$ cat config.mk
export PLATFORM = sky130hd
export DESIGN_NAME = vpp_voice_port
export DESIGN_NICKNAME = d
export VERILOG_FILES = /design/src/rtl/vpp_pkg.sv /design/src/rtl/vpp_clk_if.sv /design/src/rtl/vpp_bit_clock_gen.sv /design/src/rtl/vpp_voice_port.sv
export SDC_FILE = /design/constraint.sdc
export NUM_CORES = 1
export LEC_CHECK = 0
export ABC_AREA = 1
export ABC_CLOCK_PERIOD_IN_PS = 3200
export BUFFER_PORTS_ARGS = -buffer_cell sky130_fd_sc_hd__buf_2
export CAP_MARGIN = 40
export CORE_ASPECT_RATIO = 1.25
export CORE_MARGIN = 4
export CORE_UTILIZATION = 49
export DETAILED_ROUTE_END_ITERATION = 12
export GPL_TIMING_DRIVEN = 0
export PLACE_DENSITY_LB_ADDON = 0.15
export SLEW_MARGIN = 15
export SYNTH_ARGS = -nofsm -noshare
export SYNTH_HDL_FRONTEND = slang
export SYNTH_SLANG_ARGS = --single-unit
$ cat constraint.sdc
create_clock -name clock_in -period 3.2 [get_ports clock_in]
set_input_delay 0.8 -clock clock_in [delete_from_list [all_inputs] [get_ports clock_in]]
set_output_delay 0.8 -clock clock_in [all_outputs]
set_load 0.02 [all_outputs]
$ cat src/rtl/vpp_pkg.sv
package vpp_pkg;

  // ****************************************
  // Clock and link timing
  // ****************************************
  localparam int CLOCK_PERIOD_NS = 4;
  localparam int CLK_HZ = 1000000000 / CLOCK_PERIOD_NS;
  localparam int SAMPLE_HZ = 16000;
  localparam int WORD_BITS = 16;
  localparam int PCM_FRAME_BITS = 16;
  localparam int I2S_FRAME_BITS = 32;

  // ****************************************
  // Bit clock phase accumulator
  // ****************************************
  // Two accumulator wraps per bit clock period, one per edge
  localparam int NCO_W = 29;
  localparam logic [NCO_W-1:0] NCO_MODULUS = NCO_W'(CLK_HZ);
  localparam logic [NCO_W-1:0] PCM_NCO_STEP = NCO_W'(2 * PCM_FRAME_BITS * SAMPLE_HZ);
  localparam logic [NCO_W-1:0] I2S_NCO_STEP = NCO_W'(2 * I2S_FRAME_BITS * SAMPLE_HZ);

  // ****************************************
  // Frame slots and reset values
  // ****************************************
  localparam int SLOT_W = 5;
  localparam logic [SLOT_W-1:0] PCM_LAST_SLOT = SLOT_W'(PCM_FRAME_BITS - 1);
  localparam logic [SLOT_W-1:0] I2S_LAST_SLOT = SLOT_W'(I2S_FRAME_BITS - 1);
  localparam logic [SLOT_W-1:0] PCM_LOAD_SLOT = 5'h00;
  localparam logic [SLOT_W-1:0] I2S_LOAD_SLOT = 5'h01;
  localparam logic [SLOT_W-1:0] SLOT_RESET = 5'h1f;

  // ****************************************
  // Reference clock
  // ****************************************
  localparam int REF_HALF_CYCLES = 10;
  localparam int REF_CNT_W = 8;

  typedef enum logic [1:0] {
    VPP_IDLE = 2'b01,
    VPP_RUN = 2'b10
  } vpp_state_type;

endpackage : vpp_pkg

$ cat src/rtl/vpp_clk_if.sv
interface vpp_clk_if;
  logic run;
  logic i2s_mode;
  logic bclk;
  logic rise;
  logic fall;

  modport gen (
    input run,
    input i2s_mode,
    output bclk,
    output rise,
    output fall
  );

  modport port (
    output run,
    output i2s_mode,
    input bclk,
    input rise,
    input fall
  );
endinterface : vpp_clk_if

$ cat src/rtl/vpp_bit_clock_gen.sv
module vpp_bit_clock_gen (
  input wire logic clock_in,   // System clock
  input wire logic reset_n_in, // Synchronous reset, active low
  vpp_clk_if.gen clk_if        // Run request and bit clock strobes
);
  import vpp_pkg::*;

  typedef struct packed {
    logic [NCO_W-1:0] acc;
    logic bclk;
    logic rise;
    logic fall;
  } vpp_gen_state_type;

  vpp_gen_state_type state_reg;
  vpp_gen_state_type state_next;

  // ****************************************
  // Fractional divider
  // ****************************************
  // 250 MHz is no integer multiple of either bit clock, so edges jitter
  // by one system cycle while the average rate stays exact.
  always_comb begin
    logic [NCO_W:0] sum;
    logic [NCO_W-1:0] step;
    step = clk_if.i2s_mode ? I2S_NCO_STEP : PCM_NCO_STEP;
    sum = {1'b0, state_reg.acc} + {1'b0, step};
    state_next = state_reg;
    state_next.rise = 1'b0;
    state_next.fall = 1'b0;
    if (!clk_if.run) begin
      state_next.acc = '0;
      state_next.bclk = 1'b0;
    end else if (sum >= {1'b0, NCO_MODULUS}) begin
      state_next.acc = NCO_W'(sum - {1'b0, NCO_MODULUS});
      state_next.bclk = ~state_reg.bclk;
      state_next.rise = ~state_reg.bclk;
      state_next.fall = state_reg.bclk;
    end else begin
      state_next.acc = sum[NCO_W-1:0];
    end
  end

  always_ff @(posedge clock_in) begin
    if (!reset_n_in) begin
      state_reg <= '0;
    end else begin
      state_reg <= state_next;
    end
  end

  assign clk_if.bclk = state_reg.bclk;
  assign clk_if.rise = state_reg.rise;
  assign clk_if.fall = state_reg.fall;

endmodule : vpp_bit_clock_gen

$ cat src/rtl/vpp_voice_port.sv
module vpp_voice_port #(
  parameter int REF_HALF = vpp_pkg::REF_HALF_CYCLES // System cycles per reference clock half period
) (
  input wire logic clock_in,                            // System clock
  input wire logic reset_n_in,                          // Synchronous reset, active low
  input wire logic enable_in,                           // Run the link
  input wire logic mode_i2s_in,                         // 1 long-sync I2S, 0 short-sync PCM
  input wire logic ref_clock_enable_in,                 // Run the codec reference clock
  input wire logic [vpp_pkg::WORD_BITS-1:0] tx_left_in,  // Left or mono sample to send
  input wire logic [vpp_pkg::WORD_BITS-1:0] tx_right_in, // Right sample to send
  output logic tx_load_out,                             // Pulse: tx words taken
  output logic [vpp_pkg::WORD_BITS-1:0] rx_left_out,     // Left or mono sample received
  output logic [vpp_pkg::WORD_BITS-1:0] rx_right_out,    // Right sample received
  output logic rx_valid_out,                            // Pulse: rx words updated
  output logic running_out,                             // Link active
  output logic mode_active_out,                         // Framing in use, 1 for I2S
  output logic mode_mismatch_out,                       // Mode input differs from framing in use, while running
  output logic bit_clock_out,                           // Serial bit clock pin
  output logic frame_sync_out,                          // Frame sync pin
  output logic serial_data_out,                         // Serial data to codec
  input wire logic serial_data_in,                      // Serial data from codec
  output logic codec_ref_clock_out                      // Codec reference clock pin
);
  import vpp_pkg::*;

  // ****************************************
  // State
  // ****************************************
  typedef struct packed {
    vpp_state_type state;
    logic i2s;
    logic primed;
    logic stopping;
    logic [SLOT_W-1:0] slot;
    logic [2*WORD_BITS-1:0] tx_shift;
    logic [2*WORD_BITS-1:0] rx_shift;
    logic [WORD_BITS-1:0] rx_left;
    logic [WORD_BITS-1:0] rx_right;
    logic rx_valid;
    logic tx_load;
    logic fs;
    logic sd_out;
    logic din_meta;
    logic din_sync;
    logic [REF_CNT_W-1:0] ref_cnt;
    logic ref_clk;
  } vpp_port_state_type;

  localparam vpp_port_state_type PORT_RESET = '{
    state: VPP_IDLE,
    slot: SLOT_RESET,
    default: '0
  };
  localparam logic [REF_CNT_W-1:0] REF_LAST = REF_CNT_W'(REF_HALF - 1);

  vpp_port_state_type state_reg;
  vpp_port_state_type state_next;

  vpp_clk_if clk_if ();

  // ****************************************
  // Frame geometry
  // ****************************************
  function automatic logic [SLOT_W-1:0] last_slot(input logic i2s);
    return i2s ? I2S_LAST_SLOT : PCM_LAST_SLOT;
  endfunction : last_slot

  // Slot where the words are latched and the first MSB goes out
  function automatic logic [SLOT_W-1:0] load_slot(input logic i2s);
    return i2s ? I2S_LOAD_SLOT : PCM_LOAD_SLOT;
  endfunction : load_slot

  // Slot whose rising edge samples the final bit of the frame
  function automatic logic [SLOT_W-1:0] word_end_slot(input logic i2s);
    return i2s ? 5'h00 : PCM_LAST_SLOT;
  endfunction : word_end_slot

  function automatic logic sync_level(input logic i2s, input logic [SLOT_W-1:0] s);
    // I2S sync moves one bit before the MSB, during the previous LSB
    if (i2s) begin
      return s[SLOT_W-1];
    end
    return s == PCM_LOAD_SLOT;
  endfunction : sync_level

  // ****************************************
  // Bit clock generator
  // ****************************************
  vpp_bit_clock_gen u_bit_clock_gen (
    .clock_in(clock_in),
    .reset_n_in(reset_n_in),
    .clk_if(clk_if.gen)
  );

  assign clk_if.run = state_reg.state == VPP_RUN;
  assign clk_if.i2s_mode = state_reg.i2s;

  // ****************************************
  // Next state
  // ****************************************
  always_comb begin
    logic [SLOT_W-1:0] slot_n;
    logic [2*WORD_BITS-1:0] shift_n;
    slot_n = '0;
    shift_n = '0;
    state_next = state_reg;
    state_next.tx_load = 1'b0;
    state_next.rx_valid = 1'b0;
    // Data pin crosses in from the codec: two flops before use
    state_next.din_meta = serial_data_in;
    state_next.din_sync = state_reg.din_meta;

    // Reference clock, free of the link state
    if (!ref_clock_enable_in) begin
      state_next.ref_cnt = '0;
      state_next.ref_clk = 1'b0;
    end else if (state_reg.ref_cnt >= REF_LAST) begin
      state_next.ref_cnt = '0;
      state_next.ref_clk = ~state_reg.ref_clk;
    end else begin
      state_next.ref_cnt = state_reg.ref_cnt + 8'h01;
    end

    case (state_reg.state)
      VPP_IDLE: begin
        // Framing is fixed only while idle, so one run never mixes the two
        state_next.i2s = mode_i2s_in;
        state_next.slot = last_slot(mode_i2s_in);
        state_next.primed = 1'b0;
        state_next.stopping = 1'b0;
        state_next.fs = 1'b0;
        state_next.sd_out = 1'b0;
        if (enable_in) begin
          state_next.state = VPP_RUN;
        end
      end

      VPP_RUN: begin
        if (!enable_in) begin
          state_next.stopping = 1'b1;
        end

        // Outputs change on the falling edge, codec samples on the rising
        if (clk_if.fall) begin
          if (state_reg.stopping && state_reg.slot == word_end_slot(state_reg.i2s)) begin
            // Stop after the slot with the last bit; I2S right LSB sits in slot 0
            state_next.state = VPP_IDLE;
            state_next.fs = 1'b0;
            state_next.sd_out = 1'b0;
          end else begin
            slot_n = (state_reg.slot == last_slot(state_reg.i2s)) ? 5'h00 : state_reg.slot + 5'h01;
            state_next.slot = slot_n;
            state_next.fs = sync_level(state_reg.i2s, slot_n);
            if (slot_n == load_slot(state_reg.i2s)) begin
              // Left then right, each MSB first; PCM sends only the left word
              shift_n = {tx_left_in, tx_right_in};
              state_next.tx_load = 1'b1;
              state_next.primed = 1'b1;
            end else begin
              shift_n = {state_reg.tx_shift[2*WORD_BITS-2:0], 1'b0};
            end
            state_next.tx_shift = shift_n;
            state_next.sd_out = shift_n[2*WORD_BITS-1];
          end
        end

        if (clk_if.rise) begin
          shift_n = {state_reg.rx_shift[2*WORD_BITS-2:0], state_reg.din_sync};
          state_next.rx_shift = shift_n;
          if (state_reg.slot == word_end_slot(state_reg.i2s) && state_reg.primed) begin
            state_next.rx_valid = 1'b1;
            if (state_reg.i2s) begin
              state_next.rx_left = shift_n[2*WORD_BITS-1:WORD_BITS];
              state_next.rx_right = shift_n[WORD_BITS-1:0];
            end else begin
              // Mono link: the one word shows on both outputs
              state_next.rx_left = shift_n[WORD_BITS-1:0];
              state_next.rx_right = shift_n[WORD_BITS-1:0];
            end
          end
        end
      end

      default: begin
        state_next = PORT_RESET;
      end
    endcase
  end

  always_ff @(posedge clock_in) begin
    if (!reset_n_in) begin
      state_reg <= PORT_RESET;
    end else begin
      state_reg <= state_next;
    end
  end

  // ****************************************
  // Outputs
  // ****************************************
  assign bit_clock_out = clk_if.bclk;
  assign frame_sync_out = state_reg.fs;
  assign serial_data_out = state_reg.sd_out;
  assign codec_ref_clock_out = state_reg.ref_clk;
  assign tx_load_out = state_reg.tx_load;
  assign rx_left_out = state_reg.rx_left;
  assign rx_right_out = state_reg.rx_right;
  assign rx_valid_out = state_reg.rx_valid;
  assign running_out = state_reg.state == VPP_RUN;
  assign mode_active_out = state_reg.i2s;
  assign mode_mismatch_out = (state_reg.state == VPP_RUN) && (mode_i2s_in != state_reg.i2s);

endmodule : vpp_voice_port

# Word-level counts from Yosys, hierarchy flattened
# Index checks and enable logic that the tools add are counted.
# op_classes
add_sub_neg,4
muxes,34
eq_ne,14
reduce_logical,16
order_cmp,2
n_bitwise,6
# ops
op,n
$pmux W97 S2,1
$mux W37,2
$mux W65,1
$mux W32,2
$mux W33,1
$add A29 B20 Y30,1
$ge A30 B28 Y1 const B,1
$mux W29,1
$sub A29 B28 Y29 const B,1
$mux W20,1
$reduce_and A3 Y1,6
$ne A2 B2 Y1 const B,8
$mux W5,3
$pmux W7 S2,1
$mux W1,13
$add A8 B1 Y8 const B,1
$ge A8 B4 Y1 const B,1
$mux W2,4
$reduce_and A2 Y1,4
$not A1 Y1,6
$add A5 B1 Y5 const B,1
$eq A5 B1 Y1,1
$eq A5 B4 Y1,1
$eq A5 B5 Y1,1
11 further kinds,13
# totals
out_inout_bits,41
elab_cells,97
reg_bits,151

# Depth between registers and ports, before layout
# Gate-level depths: netlist of the first run.
# depth
word_depth,10
depth_mapped,23

# By module
# From an unflattened synthesis of the first run, not the netlist that was laid out.
# unflattened
cells_unflattened,1150
hier_area_um2,7696.1
# modules_own_cells
module,area_per_inst_um2,seq_area_each_um2,cells_each,instances
vpp_voice_port,5577.8,2382.3,786,1
vpp_bit_clock_gen,2118.3,500.5,364,1

# Worst setup path before layout of the first run
# No wires, ideal clock.
# synth_path
kind,register -> register
startpoint,"register state_reg, in the netlist mode_active_out"
endpoint,register u_bit_clock_gen.state_reg[28] (netlist bit)
setup_slack_ns,-0.100
n_path_buf,4
setup_time_ns,0.142
t_arrival_ns,3.158
path_stages_with_launch,19
t_required_ns,3.058
cell_sequence,dfxtp_1 > buf_1 > inv_1 > clkbuf_1 > ha_1 > inv_1 > fa_1 > nor2_1 > nand2_1 > nor2_1 > nand2_1 > nand3_2 > nand2_2 > o21ai_2 > nand3_2 > buf_6 > buf_6 > nand3_2 > a21oi_2
# synth_between
elab_chain_cells,4
elab_cells_between_ends,5
# synth_rtl
item,line_no,text
start: declaration,vpp_voice_port.sv:56,vpp_port_state_type state_reg;
start signal: assignment,vpp_voice_port.sv:194,state_reg <= state_next;
$mux W20 *,vpp_bit_clock_gen.sv:26,step = clk_if.i2s_mode ? I2S_NCO_STEP : PCM_NCO_STEP;
$add A29 B20 Y30 *,vpp_bit_clock_gen.sv:27,"sum = {1'b0, state_reg.acc} + {1'b0, step};"
$sub A29 B28 Y29 or $ge A30 B28 Y1 (tied branches),"vpp_bit_clock_gen.sv:35, vpp_bit_clock_gen.sv:34",
$mux W29 *,vpp_bit_clock_gen.sv:34,"end else if (sum >= {1'b0, NCO_MODULUS}) begin"
end signal: assignment,vpp_bit_clock_gen.sv:48,state_reg <= state_next;
end: declaration,vpp_bit_clock_gen.sv:15,vpp_gen_state_type state_reg;
# Every way passes the cells marked *; elsewhere a longest branch is shown, timed or not.
# A chain may end at the register's enable or synchronous reset.

# Worst setup path in the final report of the first run
# layout_path
startpoint,"register state_reg, in the netlist mode_active_out"
endpoint,register u_bit_clock_gen.state_reg[30] (netlist bit)
# Same word-level chain as after synthesis.

==> impl.org, run 1 <==
** Die
- The floorplan step defined a core boundary enclosing 14590 µm².
- Starting Density :: 50.72%
- Die width :: 117.9 µm
- Pin placement for this block handled 79 I/O pins.
- Vertical extent of the die :: 145.4 µm
- Area of the die :: 17150 µm²
- Site Rows :: 49

** Clock tree
- Clock Root Buffer :: sky130_fd_sc_hd__clkbuf_16
- The number of clock buffers added by TritonCTS is 17.
- Clk slew on worst S/H paths :: 0.06 ns
- Total clock sinks :: 144
- Clock insertion delay at the later pin of the skew report :: 0.42 ns
- TritonCTS clock tree :: done
- Max clock buf depth :: 2
- In this run, post-CTS hold repair placed 0 buffers.
- H-tree depth reported by CTS :: 4

** Finish
- The register with the most flip-flops in the layout has 81 of them.
- After filler insertion, the fill cell instance count of the layout stands at 1433.
- Synthesis-to-layout area growth :: 18.88%
- Non-filler cells in the finished layout :: 1360
- Sequential cell area :: 2887 µm²
- The number of antenna diodes in the final layout is 0.
- Leaving out fill and tap cells, the most frequent cell in the layout is sky130_fd_sc_hd__nand2_1.
- In the layout the commonest cells are sky130_fd_sc_hd__nand2_1, sky130_fd_sc_hd__dfxtp_1, sky130_fd_sc_hd__buf_2.
- Cells fill 60.30% of the core in the end.
- In the final layout, the share of cells above drive strength 1 is 21.15%.
- Number of nets in the final layout :: 1221
- Area used by multi-input combinational logic :: 3730 µm²

** GRT
- The number of antenna violations at the first check in global routing is 0.
- Across every metal layer, demand over resource in global routing totals 20.53%.
- Via count of the first global-routing pass :: 6358
- Remaining Overflow, GRT :: 0
- The first global-routing pass estimated 29550 µm of wire.
- Entering global routing, the biggest net connects 17 pins.

** Yosys
- Synthesized netlist cell count :: 1054
- The synthesized netlist occupies a cell area of 7401 µm².
- Top flip-flop cell by instance count after synthesis :: sky130_fd_sc_hd__dfxtp_1
- Yosys mapped the design onto 44 distinct sky130hd cell types.
- The Yosys step of the flow raised 0 warnings.
- Proportion of synthesized chip area in sequential cells :: 38.95%
- Number of enable flip-flop cells after synthesis :: 0
- Synthesis inferred 144 register bits.
- Of all flip-flops after synthesis, the portion carrying an async set or reset was 0%.
- Averaged over all synthesized cells, the footprint is 7.022 µm².

** STA
- The number of hold violations in the final report was 0.
- Max Clock Freq :: 341.4 MHz
- At the pin with the least slew margin, the transition time is 0.6949 ns.
- Setup violations remaining at the end of the flow were counted as 0.
- Setup repair after global routing missed its margin :: no
- Clock skew on the completed layout was measured at 0.007885 ns.
- Adding up every negative setup slack in the final design gives 0 ns.
- The final-report max-slew violation count came to 0.
- Shortest clock period the worst path allows after layout :: 2.929 ns
- In the finished design, the share of the clock period the worst path needs comes to 91.53%.
- Setup slack after layout :: 0.2711 ns
- Max-slew headroom at the worst pin :: 53.67%

** Routing
- Antenna-violating nets left :: 0
- Final routed wirelength across all metal layers :: 17450 µm
- For this run, the detailed router's first-pass iteration total came to 5.
- Drt via density :: 5.017
- After detailed routing, the number of remaining DRC violations is 0.
- Number of violations reported at the end of detailed-routing iteration 0 :: 381
- Dividing the detail-routed wire length by the instance count gives 12.83 µm.
- Via count :: 6823

** Setup path
- Critical R2R Capture :: u_bit_clock_gen.state_reg[30]$_SDFF_PN0_
- STA classifies the critical path endpoint as a flip-flop.
- Startpoint of the most critical register-to-register path :: mode_active_out$_SDFFE_PN0N_
- Worst Path Required :: 3.54 ns
- The critical path in this run is classified as reg2reg.
- Reg2reg path depth :: 19
- At the worst endpoint, the arrival time is 3.27 ns.
- Critical Path Source Type :: flip-flop
- R2R setup slack :: 0.27 ns
- Worst-path maximum fanout :: 10

** Place
- Counting tap cells, the placed design contains a total of 1312 instances.
- Worst slack at placement :: -0.4216 ns
- In this run the tool buffered the top-level ports with 77 buffer cells.
- Half-perimeter wire length after placement :: 12670 µm
- The congestion estimate from routability-driven global placement came to 0.8587.

** Pwr
- Total power per unit cell area :: 747.4 nW/µm²
- IR analysis of the VDD net gives a maximum drop of 452.5 µV.
- Total leakage power :: 0.003953 µW
- Total power draw :: 6576 µW

** Hold path
- Path type of the worst min-delay path :: reg2reg
- The path with the worst hold slack has its endpoint at state_reg[9]$_SDFF_PN0_.
- Cells on Worst Hold Path :: 2
- The worst hold path begins at state_reg[10]$_SDFF_PN0_.

** Flow run
- Max-cap violation count :: 0

** Outcome
- The flow ran to the end, and the final reports show no timing, DRC or antenna violations.
-- worst max-delay path, cell delays in order (launching register included) --
cell                       delay (ns)
sky130_fd_sc_hd__dfxtp_4         0.36
sky130_fd_sc_hd__inv_1           0.09
sky130_fd_sc_hd__clkbuf_8        0.15
sky130_fd_sc_hd__ha_1            0.17
sky130_fd_sc_hd__inv_1           0.06
sky130_fd_sc_hd__fa_1            0.38
sky130_fd_sc_hd__inv_1           0.08
sky130_fd_sc_hd__nand2_2         0.09
sky130_fd_sc_hd__nand2_4         0.12
sky130_fd_sc_hd__nand3_1         0.12
sky130_fd_sc_hd__nand2_1         0.11
sky130_fd_sc_hd__nand2_1         0.07
sky130_fd_sc_hd__xor2_1          0.18
sky130_fd_sc_hd__nor2_2          0.13
sky130_fd_sc_hd__nand2_2         0.07
sky130_fd_sc_hd__nor2_4          0.15
sky130_fd_sc_hd__buf_6           0.14
sky130_fd_sc_hd__buf_12          0.13
sky130_fd_sc_hd__nand3_2         0.07
sky130_fd_sc_hd__a21oi_2         0.17
-- final cells by class --
class / instances / area share [%]
flip-flops and latches: 144 / 32.81
inverters: 94 / 4.010
plain buffers: 74 / 5.532
clock inverters: 13 / 1.721
well taps: 178 / 2.531
repair buffers: 94 / 5.973
clock buffers: 19 / 5.034
multi-input cells: 744 / 42.39
-- Yosys cell counts, drive strengths merged, types with 9 or more instances --
cell type    n  area, µm²
o2111ai      9      78.83
ha          13      162.7
dfxtp      144       2883
nor2        87      376.6
xor2        17      156.4
nand3       84      485.5
buf         53      390.4
a21oi       90      491.7
nor3        12      65.06
clkbuf      22      82.58
nand2      351       1383
o21ai       31      158.9
o22ai       20      125.1
inv         93      349.1
-- cell families after synthesis --
group	after synthesis	share of synthesized area (%)
compound gates	159	12.46
xor+xnor	21	2.587
fa+ha+maj	14	2.468
buf+inv	169	11.16
flops	144	38.95
other cells	1	0.05067
simple gates	546	32.32
-- per-stage QoR --
| stage | hold slack (ns) | cell area (µm²) |
|---|---|---|
| 3_3_place_gp | 0.4132 | 8023 |
| 4_1_cts | 0.4271 | 8748 |
| 3_5_place_dp | 0.4207 | 8023 |
| 6_report | 0.4215 | 8798 |
| 2_1_floorplan | 0.3936 | 7415 |
| 5_1_grt | 0.4388 | 8798 |
-- power by group --
part           switching, µW  total, µW  leakage, µW  internal, µW
Sequential               140       2140      0.00117          2000
Combinational           1650       2440      0.00250           792
Clock                    809       1990     0.000283          1180
-- how the worst max path moves through the flow --
stage	from	endpoint	slack [ns]	depth (start not counted)
finish	mode_active_out$_SDFFE_PN0N_	u_bit_clock_gen.state_reg[30]$_SDFF_PN0_	0.27	19
global route	mode_active_out$_SDFFE_PN0N_	u_bit_clock_gen.state_reg[30]$_SDFF_PN0_	0.07	19
CTS	mode_active_out$_SDFFE_PN0N_	u_bit_clock_gen.state_reg[30]$_SDFF_PN0_	0.02	20
detailed placement	mode_active_out$_SDFFE_PN0N_	u_bit_clock_gen.state_reg[30]$_SDFF_PN0_	-0.42	18
global placement	mode_active_out$_SDFFE_PN0N_	u_bit_clock_gen.state_reg[30]$_SDFF_PN0_	-0.38	18
floorplan	mode_active_out$_SDFFE_PN0N_	u_bit_clock_gen.state_reg[28]$_SDFF_PN0_	0.06	18
-- repair_timing --
action | 4_1_cts | 5_1_grt
buffers inserted | 11 | 6
pin swaps | 6 | 2
setup endpoints to repair | 25 | 24
gates resized for setup | 9 | 4
-- routing by layer --
layer / track usage [%] / part of all wire (%)
met3: 4.044 / 3.8
met4: 6.452 / 1.6
met2: 36.92 / 52
met1: 24.60 / 43
met5: 0 / 0
Power figures use the tool's default switching activity.
==> run 2: changes to the inputs <==
--- a/config.mk
+++ b/config.mk
@@ -8,7 +8,6 @@
 export ABC_AREA = 1
 export ABC_CLOCK_PERIOD_IN_PS = 3200
 export BUFFER_PORTS_ARGS = -buffer_cell sky130_fd_sc_hd__buf_2
-export CAP_MARGIN = 40
 export CORE_ASPECT_RATIO = 1.25
 export CORE_MARGIN = 4
 export CORE_UTILIZATION = 49
@@ -18,4 +17,5 @@
 export SLEW_MARGIN = 15
 export SYNTH_ARGS = -nofsm -noshare
 export SYNTH_HDL_FRONTEND = slang
+export SYNTH_HIERARCHICAL = 1
 export SYNTH_SLANG_ARGS = --single-unit
==> impl.org, run 2 <==
** Routing
- For this run, design rule violations remaining after detail routing come to 0.
- Routed length per placed instance :: 12.68 µm
- Number of violations reported at the end of detailed-routing iteration 0 :: 442
- Drt via density :: 4.953
- The final route contains 7296 vias.
- Summed over all layers, the routed wires come to 18680 µm.
- Router iterations before antenna repair :: 5
- The count of nets left with antenna violations once routing finished came out at 0.

** Setup path
- On the critical path the largest part of the delay comes from buffers and inverters.
- Along the worst path, the maximum fanout reaches 10.
- The worst setup path is of the reg2out kind.
- The largest individual stage delay along the critical path comes from the cell sky130_fd_sc_hd__dfxtp_1.
- Worst setup path end :: mode_mismatch_out
- Data on the critical path arrives at its endpoint at 2.16 ns.
- STA classifies the critical path startpoint as a flip-flop.
- Reg2reg path depth :: 18
- The worst register-to-register path begins at mode_active_out$_SDFFE_PN0N_.
- Worst Path Required :: 2.40 ns
- Crit path top cell by count :: sky130_fd_sc_hd__buf_2
- Critical R2R Capture :: u_bit_clock_gen/state_reg[25]$_SDFF_PN0_
- Slowest cell delay on critical path :: 0.31 ns
- The critical path runs through a total of 6 cells.
- The worst register-to-register path has a setup slack of 0.28 ns.
- The critical path starts at state_reg[119]$_SDFFE_PN1P_.
- Cell-by-cell listing of the critical path :: inv_1, ha_1, buf_2, clkinv_1, nor2_1, buf_2
- The worst setup path is captured at a primary output.
- Combined buffer and inverter count along the critical path :: 4

** GRT
- Remaining Overflow, GRT :: 0
- The first global-routing pass estimated 31320 µm of wire.
- The number of antenna violations at the first check in global routing came to 0.
- For this run, the total global-route usage over all layers was measured as 21.47%.
- Via count of the first global-routing pass :: 6799
- Entering global routing, the biggest net connects 17 pins.

** STA
- Clock skew on the completed layout was measured at 0.006882 ns.
- Setup TNS :: 0 ns
- After layout, the worst path uses 92.43% of the clock period.
- Slew at the pin with the worst max-slew slack :: 0.6129 ns
- Hold Fails Final Rpt :: 0
- Max-slew headroom at the worst pin :: 59.14%
- The final-report max-slew violation count was 0.
- Setup violations remaining at the end of the flow were counted as 0.
- Shortest clock period the worst path allows after layout :: 2.958 ns
- Max Clock Freq :: 338.1 MHz

** Clock tree
- Num CTS Buffers :: 17
- Counting every sink on the clock net gives 144.
- Clock Root Buffer :: sky130_fd_sc_hd__clkbuf_16
- TritonCTS built the clock tree.
- Counting along the longest clock path gives a buffer depth of 2.
- The H-tree was split into 4 levels.
- Clock insertion delay at the later pin of the skew report :: 0.43 ns
- Clk slew on worst S/H paths :: 0.06 ns
- Hold repair after CTS inserted 0 buffers.

** Place
- Half-perimeter wire length after placement :: 13810 µm
- At the end of routability-driven placement, the weighted congestion stood at 0.9463.
- In this run the tool buffered the top-level ports with 78 buffer cells.
- Post-placement cell area :: 8358 µm²

** Hold path
- The tightest min-delay check is of the reg2reg type.

** Outcome
- The flow ran to the end, and the final reports show no timing, DRC or antenna violations.

** Pwr
- The analysis attributes to net switching a power of 1338 µW.
- Total power per unit cell area :: 513.9 nW/µm²
- Total leakage power :: 0.003932 µW
- The internal power of the cells totals 3268 µW.
- Maximum VDD drop :: 294.1 µV
- Share of power burned in registers :: 40.7%
- The clock network is responsible for 41.9% of the overall power.
- In this run switching power makes up 29.05% of total power.
- Relative contribution of combinational cells to total power :: 17.4%

** Die
- The core region is 15200 µm².
- Ports :: 79
- In this run the vertical extent of the chip is 148.1 µm.
- The initial utilization of the core area, before any placement, comes to 50.63%.
- Area of the die :: 17790 µm²
- Die width :: 120.1 µm
- The initialized floorplan defines 50 standard-cell rows.

** Yosys
- sky130_fd_sc_hd__dfxtp_1 takes more of the synthesized area than any other cell.
- Count leader, synth :: sky130_fd_sc_hd__nand2_1
- Synthesized netlist cell count :: 1150
- Synthesis-stage register bit count :: 144
- The synthesized design contains 0 enable-type register cells.
- Cell variety after synth :: 38
- Ranked by total cell area, the synthesized netlist is headed by sky130_fd_sc_hd__dfxtp_1, sky130_fd_sc_hd__nand2_1, sky130_fd_sc_hd__a21oi_1.
- The most used flip-flop cell after synthesis is sky130_fd_sc_hd__dfxtp_1.
- Proportion of synthesized chip area in sequential cells :: 37.46%
- Total number of yosys warnings :: 6
- The top cell type by area accounts for 37.46% of the synthesized area.
- Summed instance area of the synthesized netlist :: 7696 µm²
- Counting flops with an async set or reset pin after synthesis yields a share of 0%.
- Top cells by instance count after synthesis :: sky130_fd_sc_hd__nand2_1, sky130_fd_sc_hd__dfxtp_1, sky130_fd_sc_hd__a21oi_1
- Averaged over all synthesized cells, the footprint is 6.692 µm².

** Finish
- Flip-flop count of the largest register after layout :: 81
- From synthesis to final layout, the design area changed by 16.45%.
- After the last flow step, the layout net total stands at 1304.
- Once layout is complete, the utilization of the core stands at 58.95%.
- Leaving out fill and tap cells, the most frequent cell in the layout is sky130_fd_sc_hd__nand2_1.
- Filler cells :: 1593
- Top library cells by usage in the layout, fill and taps aside :: sky130_fd_sc_hd__nand2_1, sky130_fd_sc_hd__dfxtp_1, sky130_fd_sc_hd__a21oi_1
- In the final layout, the share of cells above drive strength 1 is 18.81%.
- Post-route cell area :: 8962 µm²
- Antenna Diode Count :: 0

** Flow run
- Max-cap violation count :: 0
-- run 2: changes by cell type in the layout (fill, tap and decap cells not counted), sizes merged, moves of 8 or more --
cell,previous run,this run
nand2,351,403
a21oi,90,123
nor2,87,115
nand3,84,106
o22ai,20,4
o2111ai,9,0
clkinv,4,12
inv,98,90
o21ai,31,23
xor2,17,9
-- run 2: final cells by class --
cell class	count	area, µm²	area share [%]
buffer	81	541.8	6.045
clock buffer	18	429.2	4.788
clock inverter	14	142.6	1.592
inverter	93	349.1	3.895
multi-input combinational	835	3951	44.09
sequential	144	2883	32.17
tap	208	260.3	2.904
timing repair buffer	80	405.4	4.523
-- run 2: repair_timing --
action	4_1_cts	5_1_grt
resized for setup	0	5
setup endpoints to repair	0	24
setup buffers	0	2
-- run 2: kinds of logic (layout without fill, tap and decap cells) --
logic type | Yosys count | in the layout | share of synthesized area, %
and+or+nand+nor | 649 | 649 | 36.14
buffers and inverters | 174 | 286 | 11.58
AOI/OAI and AO/OA | 153 | 153 | 10.65
DFF | 144 | 144 | 37.46
adders and majority gates | 14 | 14 | 2.374
xor gates and xnor gates | 12 | 12 | 1.366
muxes | 3 | 3 | 0.3902
other | 1 | 4 | 0.04873
-- run 2: worst min-delay path, delay by kind of cell, from the launching register on --
family | cells | cell delay [ns]
and+or+nand+nor | 1 | 0.03
buffers and inverters | 1 | 0.04
DFF | 1 | 0.29
-- run 2: metrics by stage --
step           hold WS, ns  setup slack, ns  power [µW]  instances
6_report            0.4058           0.2424        4606       1473
5_1_grt             0.4303         -0.01577        4825       1473
4_1_cts             0.4065           0.1314        4637       1471
3_5_place_dp        0.4014           0.1964        2716       1439
3_3_place_gp        0.3976           0.2231        2713       1439
2_1_floorplan       0.3936           0.5989        2512       1153
-- run 2: worst min path at each step --
stage	slack [ns]	startpoint	cells past startpoint	end
after global placement	0.40	state_reg[10]$_SDFF_PN0_	2	state_reg[9]$_SDFF_PN0_
after detailed placement	0.40	state_reg[10]$_SDFF_PN0_	2	state_reg[9]$_SDFF_PN0_
after global routing	0.43	state_reg[10]$_SDFF_PN0_	2	state_reg[9]$_SDFF_PN0_
after CTS	0.41	state_reg[10]$_SDFF_PN0_	2	state_reg[9]$_SDFF_PN0_
final	0.41	state_reg[10]$_SDFF_PN0_	2	state_reg[9]$_SDFF_PN0_
after floorplan	0.39	state_reg[10]$_SDFF_PN0_	2	state_reg[9]$_SDFF_PN0_
-- run 2: layer usage --
metal  global-route usage [%]  share of wire [%]  vias to the layer above
li1                         -                  -                     3828
met1                    26.57                 45                     3293
met2                    36.62                 48                      143
met3                    4.450                4.1                       32
met4                    8.309                2.7                        0
met5                        0                  0                        -
-- run 2: power groups by stage --
stage,sequential [µW],clock (µW),combinational (µW)
finish,1870,1930,803
global route,1880,2040,901
CTS,1870,1960,808
detailed placement,1910,0,803
global placement,1910,0,802
floorplan,1910,0,605
==> run 3: changes to the inputs <==
--- a/config.mk
+++ b/config.mk
@@ -13,7 +13,7 @@
 export CORE_UTILIZATION = 49
 export DETAILED_ROUTE_END_ITERATION = 12
 export GPL_TIMING_DRIVEN = 0
-export PLACE_DENSITY_LB_ADDON = 0.15
+export PLACE_DENSITY = 0.71
 export SLEW_MARGIN = 15
 export SYNTH_ARGS = -nofsm -noshare
 export SYNTH_HDL_FRONTEND = slang
==> impl.org, run 3 (synthesized netlist as in run 2, its figures left out) <==
** GRT
- Global-route total usage across every layer :: 21.39%
- Entering global routing, the biggest net connects 17 pins.
- The via count of the first global-routing pass came to 6809.
- Summed over all layers, the global routing overflow is 0.
- The first global-routing pass estimated 30990 µm of wire.
- Initial antenna violation count :: 1

** Setup path
- Critical R2R Capture :: u_bit_clock_gen/state_reg[25]$_SDFF_PN0_
- Cell-by-cell listing of the critical path :: inv_2, ha_1, inv_1, fa_1, inv_1, nand2_1, nand2_1, nand3_1, nand2_1, nand2_1, nand2_2, nand3_1, nor2_2, nand3_4, nand3_4, buf_6, nand2_1, a21oi_1
- Slowest cell delay on critical path :: 0.39 ns
- Slowest cell on the critical path :: sky130_fd_sc_hd__fa_1
- By instance count, the cell type seen most on the critical path is sky130_fd_sc_hd__nand2_1.
- Across all register-to-register paths, the minimum setup slack is 0.23 ns.
- The worst register-to-register path begins at mode_active_out$_SDFFE_PN0N_.
- Worst Path Required :: 3.53 ns
- The worst setup path is launched from a flip-flop.
- Along the worst path, the maximum fanout reaches 10.
- Endpoint kind of the worst setup timing path :: flip-flop
- Counting cells, the worst reg-to-reg path comes to 18.
- Family with the most delay on the worst path :: simple AND/OR/NAND/NOR gates
- Combined buffer and inverter count along the critical path :: 4
- The critical path is of the reg2reg type.
- Critical path arrival :: 3.30 ns

** Routing
- In this run, the number of DRC markers left after iteration 0 of detailed routing was 425.
- Drt via density :: 4.946
- The detail route stage leaves a number of antenna-violating nets equal to 0.
- Summing over every cut layer, the via total after detailed routing is 7266.
- Final routed wirelength across all metal layers :: 18660 µm
- Drt drc :: 0
- Routed length per placed instance :: 12.70 µm
- Router iterations before antenna repair :: 5

** Clock tree
- TritonCTS built the clock tree.
- The cell sitting at the root of the clock tree is a sky130_fd_sc_hd__clkbuf_16.
- Clock latency on the worst-skew pair, taken at its later pin, is 0.43 ns.
- In this run, post-CTS hold repair placed 0 buffers.
- Counting along the longest clock path gives a buffer depth of 2.
- For this design, the sink count on the clock tree is 144.
- After clock tree synthesis, the clock-pin slew on the worst setup and hold paths is 0.06 ns.
- Num CTS Buffers :: 17
- The clock tree synthesis step divided the H-tree into 4 levels.

** Pwr
- Switching portion of total power :: 28.17%
- Total leakage power :: 0.003928 µW
- The clock network is responsible for 42.1% of the overall power.
- Maximum VDD drop :: 305.4 µV
- Combinational logic is responsible for 17.4% of the overall power.
- For this design the ratio of total power to cell area is 516.1 nW/µm².
- The internal portion of the total power is 3323 µW.
- Share of power burned in registers :: 40.5%
- Net load switching power :: 1303 µW

** Finish
- The register with the most flip-flops in the layout has 81 of them.
- Number of nets in the final layout :: 1302
- The library cells used most frequently in the layout, excluding fill and tap cells, are sky130_fd_sc_hd__nand2_1, sky130_fd_sc_hd__dfxtp_1, sky130_fd_sc_hd__a21oi_1.
- Leaving out fill and tap cells, the most frequent cell in the layout is sky130_fd_sc_hd__nand2_1.
- The area growth from synthesis to layout is 16.47%.
- Filler cells :: 1518
- The multi-input combinational cells in the finished layout cover a total of 3959 µm².
- Antenna Diode Count :: 0
- The sequential cells in the finished layout cover a total of 2883 µm².
- Ratio of cells with drive above 1 in the final layout :: 18.56%

** Die
- In this run the core area contains 50 standard-cell rows.
- The die covers 17790 µm².
- Ports :: 79
- In this run the horizontal extent of the chip is 120.1 µm.
- Area of the core :: 15200 µm²
- Once the floorplan was initialized, standard cells occupied 50.63% of the core.
- The floorplan step set the die height to 148.1 µm.

** Place
- OpenSTA, run right after detailed placement, puts the worst setup slack at 0.1738 ns.
- The congestion estimate from routability-driven global placement came to 0.9310.
- In this run the tool buffered the top-level ports with 78 buffer cells.
- The wire-length estimate of the detail-placed layout is 13880 µm.

** STA
- Max-slew headroom at the worst pin :: 57.27%
- After layout, the worst path uses 92.76% of the clock period.
- Setup repair after global routing could not meet its margin everywhere.
- The clock arrives with 0.005625 ns of skew.
- The final-report max-slew violation count was 0.
- Hold Fails Final Rpt :: 0
- Timing would allow up to 336.9 MHz.
- Setup violations remaining at the end of the flow were counted as 0.
- For the pin with the worst max-slew slack, the measured transition is 0.6410 ns.
- For the finished layout, the period the worst path requires is 2.968 ns.
- The worst path meets setup with 0.2317 ns of slack.
- On the final layout, the worst hold slack is 0.4123 ns.

** Outcome
- The run finished with clean final reports.

** Flow run
- Max-cap violation count :: 0

** Hold path
- Origin of the worst min-delay path :: state_reg[10]$_SDFF_PN0_
- Counting instances, the worst hold path has a depth of 2.
- The path class of the tightest hold or removal check is reg2reg.
- Endpoint, Worst Hold :: state_reg[9]$_SDFF_PN0_
## run 3: final cells by class
cell class              instances  share of cell area [%]
multi-input cells             835                   44.17
flip-flops and latches        144                   32.16
plain buffers                  81                   6.044
clock buffers                  21                   5.248
repair buffers                 78                   4.355
inverters                      93                   3.894
well taps                     208                   2.903
clock inverters                 9                   1.228
## run 3: through the flow
step / utilization, % / instance area [µm²] / cells / total power [µW] / setup TNS (ns)
after global placement: 54.98 / 8358 / 1439 / 2709 / 0
after CTS: 58.80 / 8939 / 1469 / 4655 / 0
after floorplan: - / 7707 / 1153 / 2512 / 0
final: 58.96 / 8964 / 1469 / 4626 / 0
after global routing: 58.96 / 8964 / 1469 / 4823 / -0.04975
after detailed placement: 54.98 / 8358 / 1439 / 2714 / 0
## run 3: how the worst max path moves through the flow
stage,start,end,slack [ns],cells after the start
3_3_place_gp,mode_active_out$_SDFFE_PN0N_,u_bit_clock_gen/state_reg[22]$_SDFF_PN0_,0.23,16
5_1_grt,mode_active_out$_SDFFE_PN0N_,u_bit_clock_gen/state_reg[22]$_SDFF_PN0_,-0.03,16
6_report,mode_active_out$_SDFFE_PN0N_,u_bit_clock_gen/state_reg[25]$_SDFF_PN0_,0.23,18
3_5_place_dp,mode_active_out$_SDFFE_PN0N_,u_bit_clock_gen/state_reg[22]$_SDFF_PN0_,0.17,16
4_1_cts,mode_active_out$_SDFFE_PN0N_,u_bit_clock_gen/state_reg[22]$_SDFF_PN0_,0.16,16
2_1_floorplan,mode_active_out$_SDFFE_PN0N_,u_bit_clock_gen/state_reg[15]$_SDFF_PN0_,0.60,16
## run 3: worst min-delay path: stages, from the launching register on
cell and delay [ns]:
sky130_fd_sc_hd__dfxtp_1 0.29, sky130_fd_sc_hd__inv_1 0.04, sky130_fd_sc_hd__nor2_1 0.03
## run 3: power groups by stage
stage               sequential [µW]  combinational [µW]  clock (µW)
floorplan                      1910                 605           0
global placement               1910                 798           0
detailed placement             1910                 802           0
CTS                            1870                 807        1970
global route                   1880                 898        2050
finish                         1870                 807        1950
## run 3: what timing repair did
action | in CTS | in global routing
buffers inserted | 0 | 0
setup endpoints to repair | 0 | 24
hold endpoints to repair | 0 | 0
gates resized for setup | 0 | 6
## run 3: per-layer routing
| layer | global-route usage (%) | part of all wire (%) | vias up |
|---|---|---|---|
| li1 | - | - | 3818 |
| met1 | 25.62 | 43 | 3228 |
| met2 | 37.69 | 50 | 186 |
| met3 | 4.070 | 5.3 | 32 |
| met4 | 8.481 | 2.2 | 2 |
| met5 | 0 | 0.038 | - |
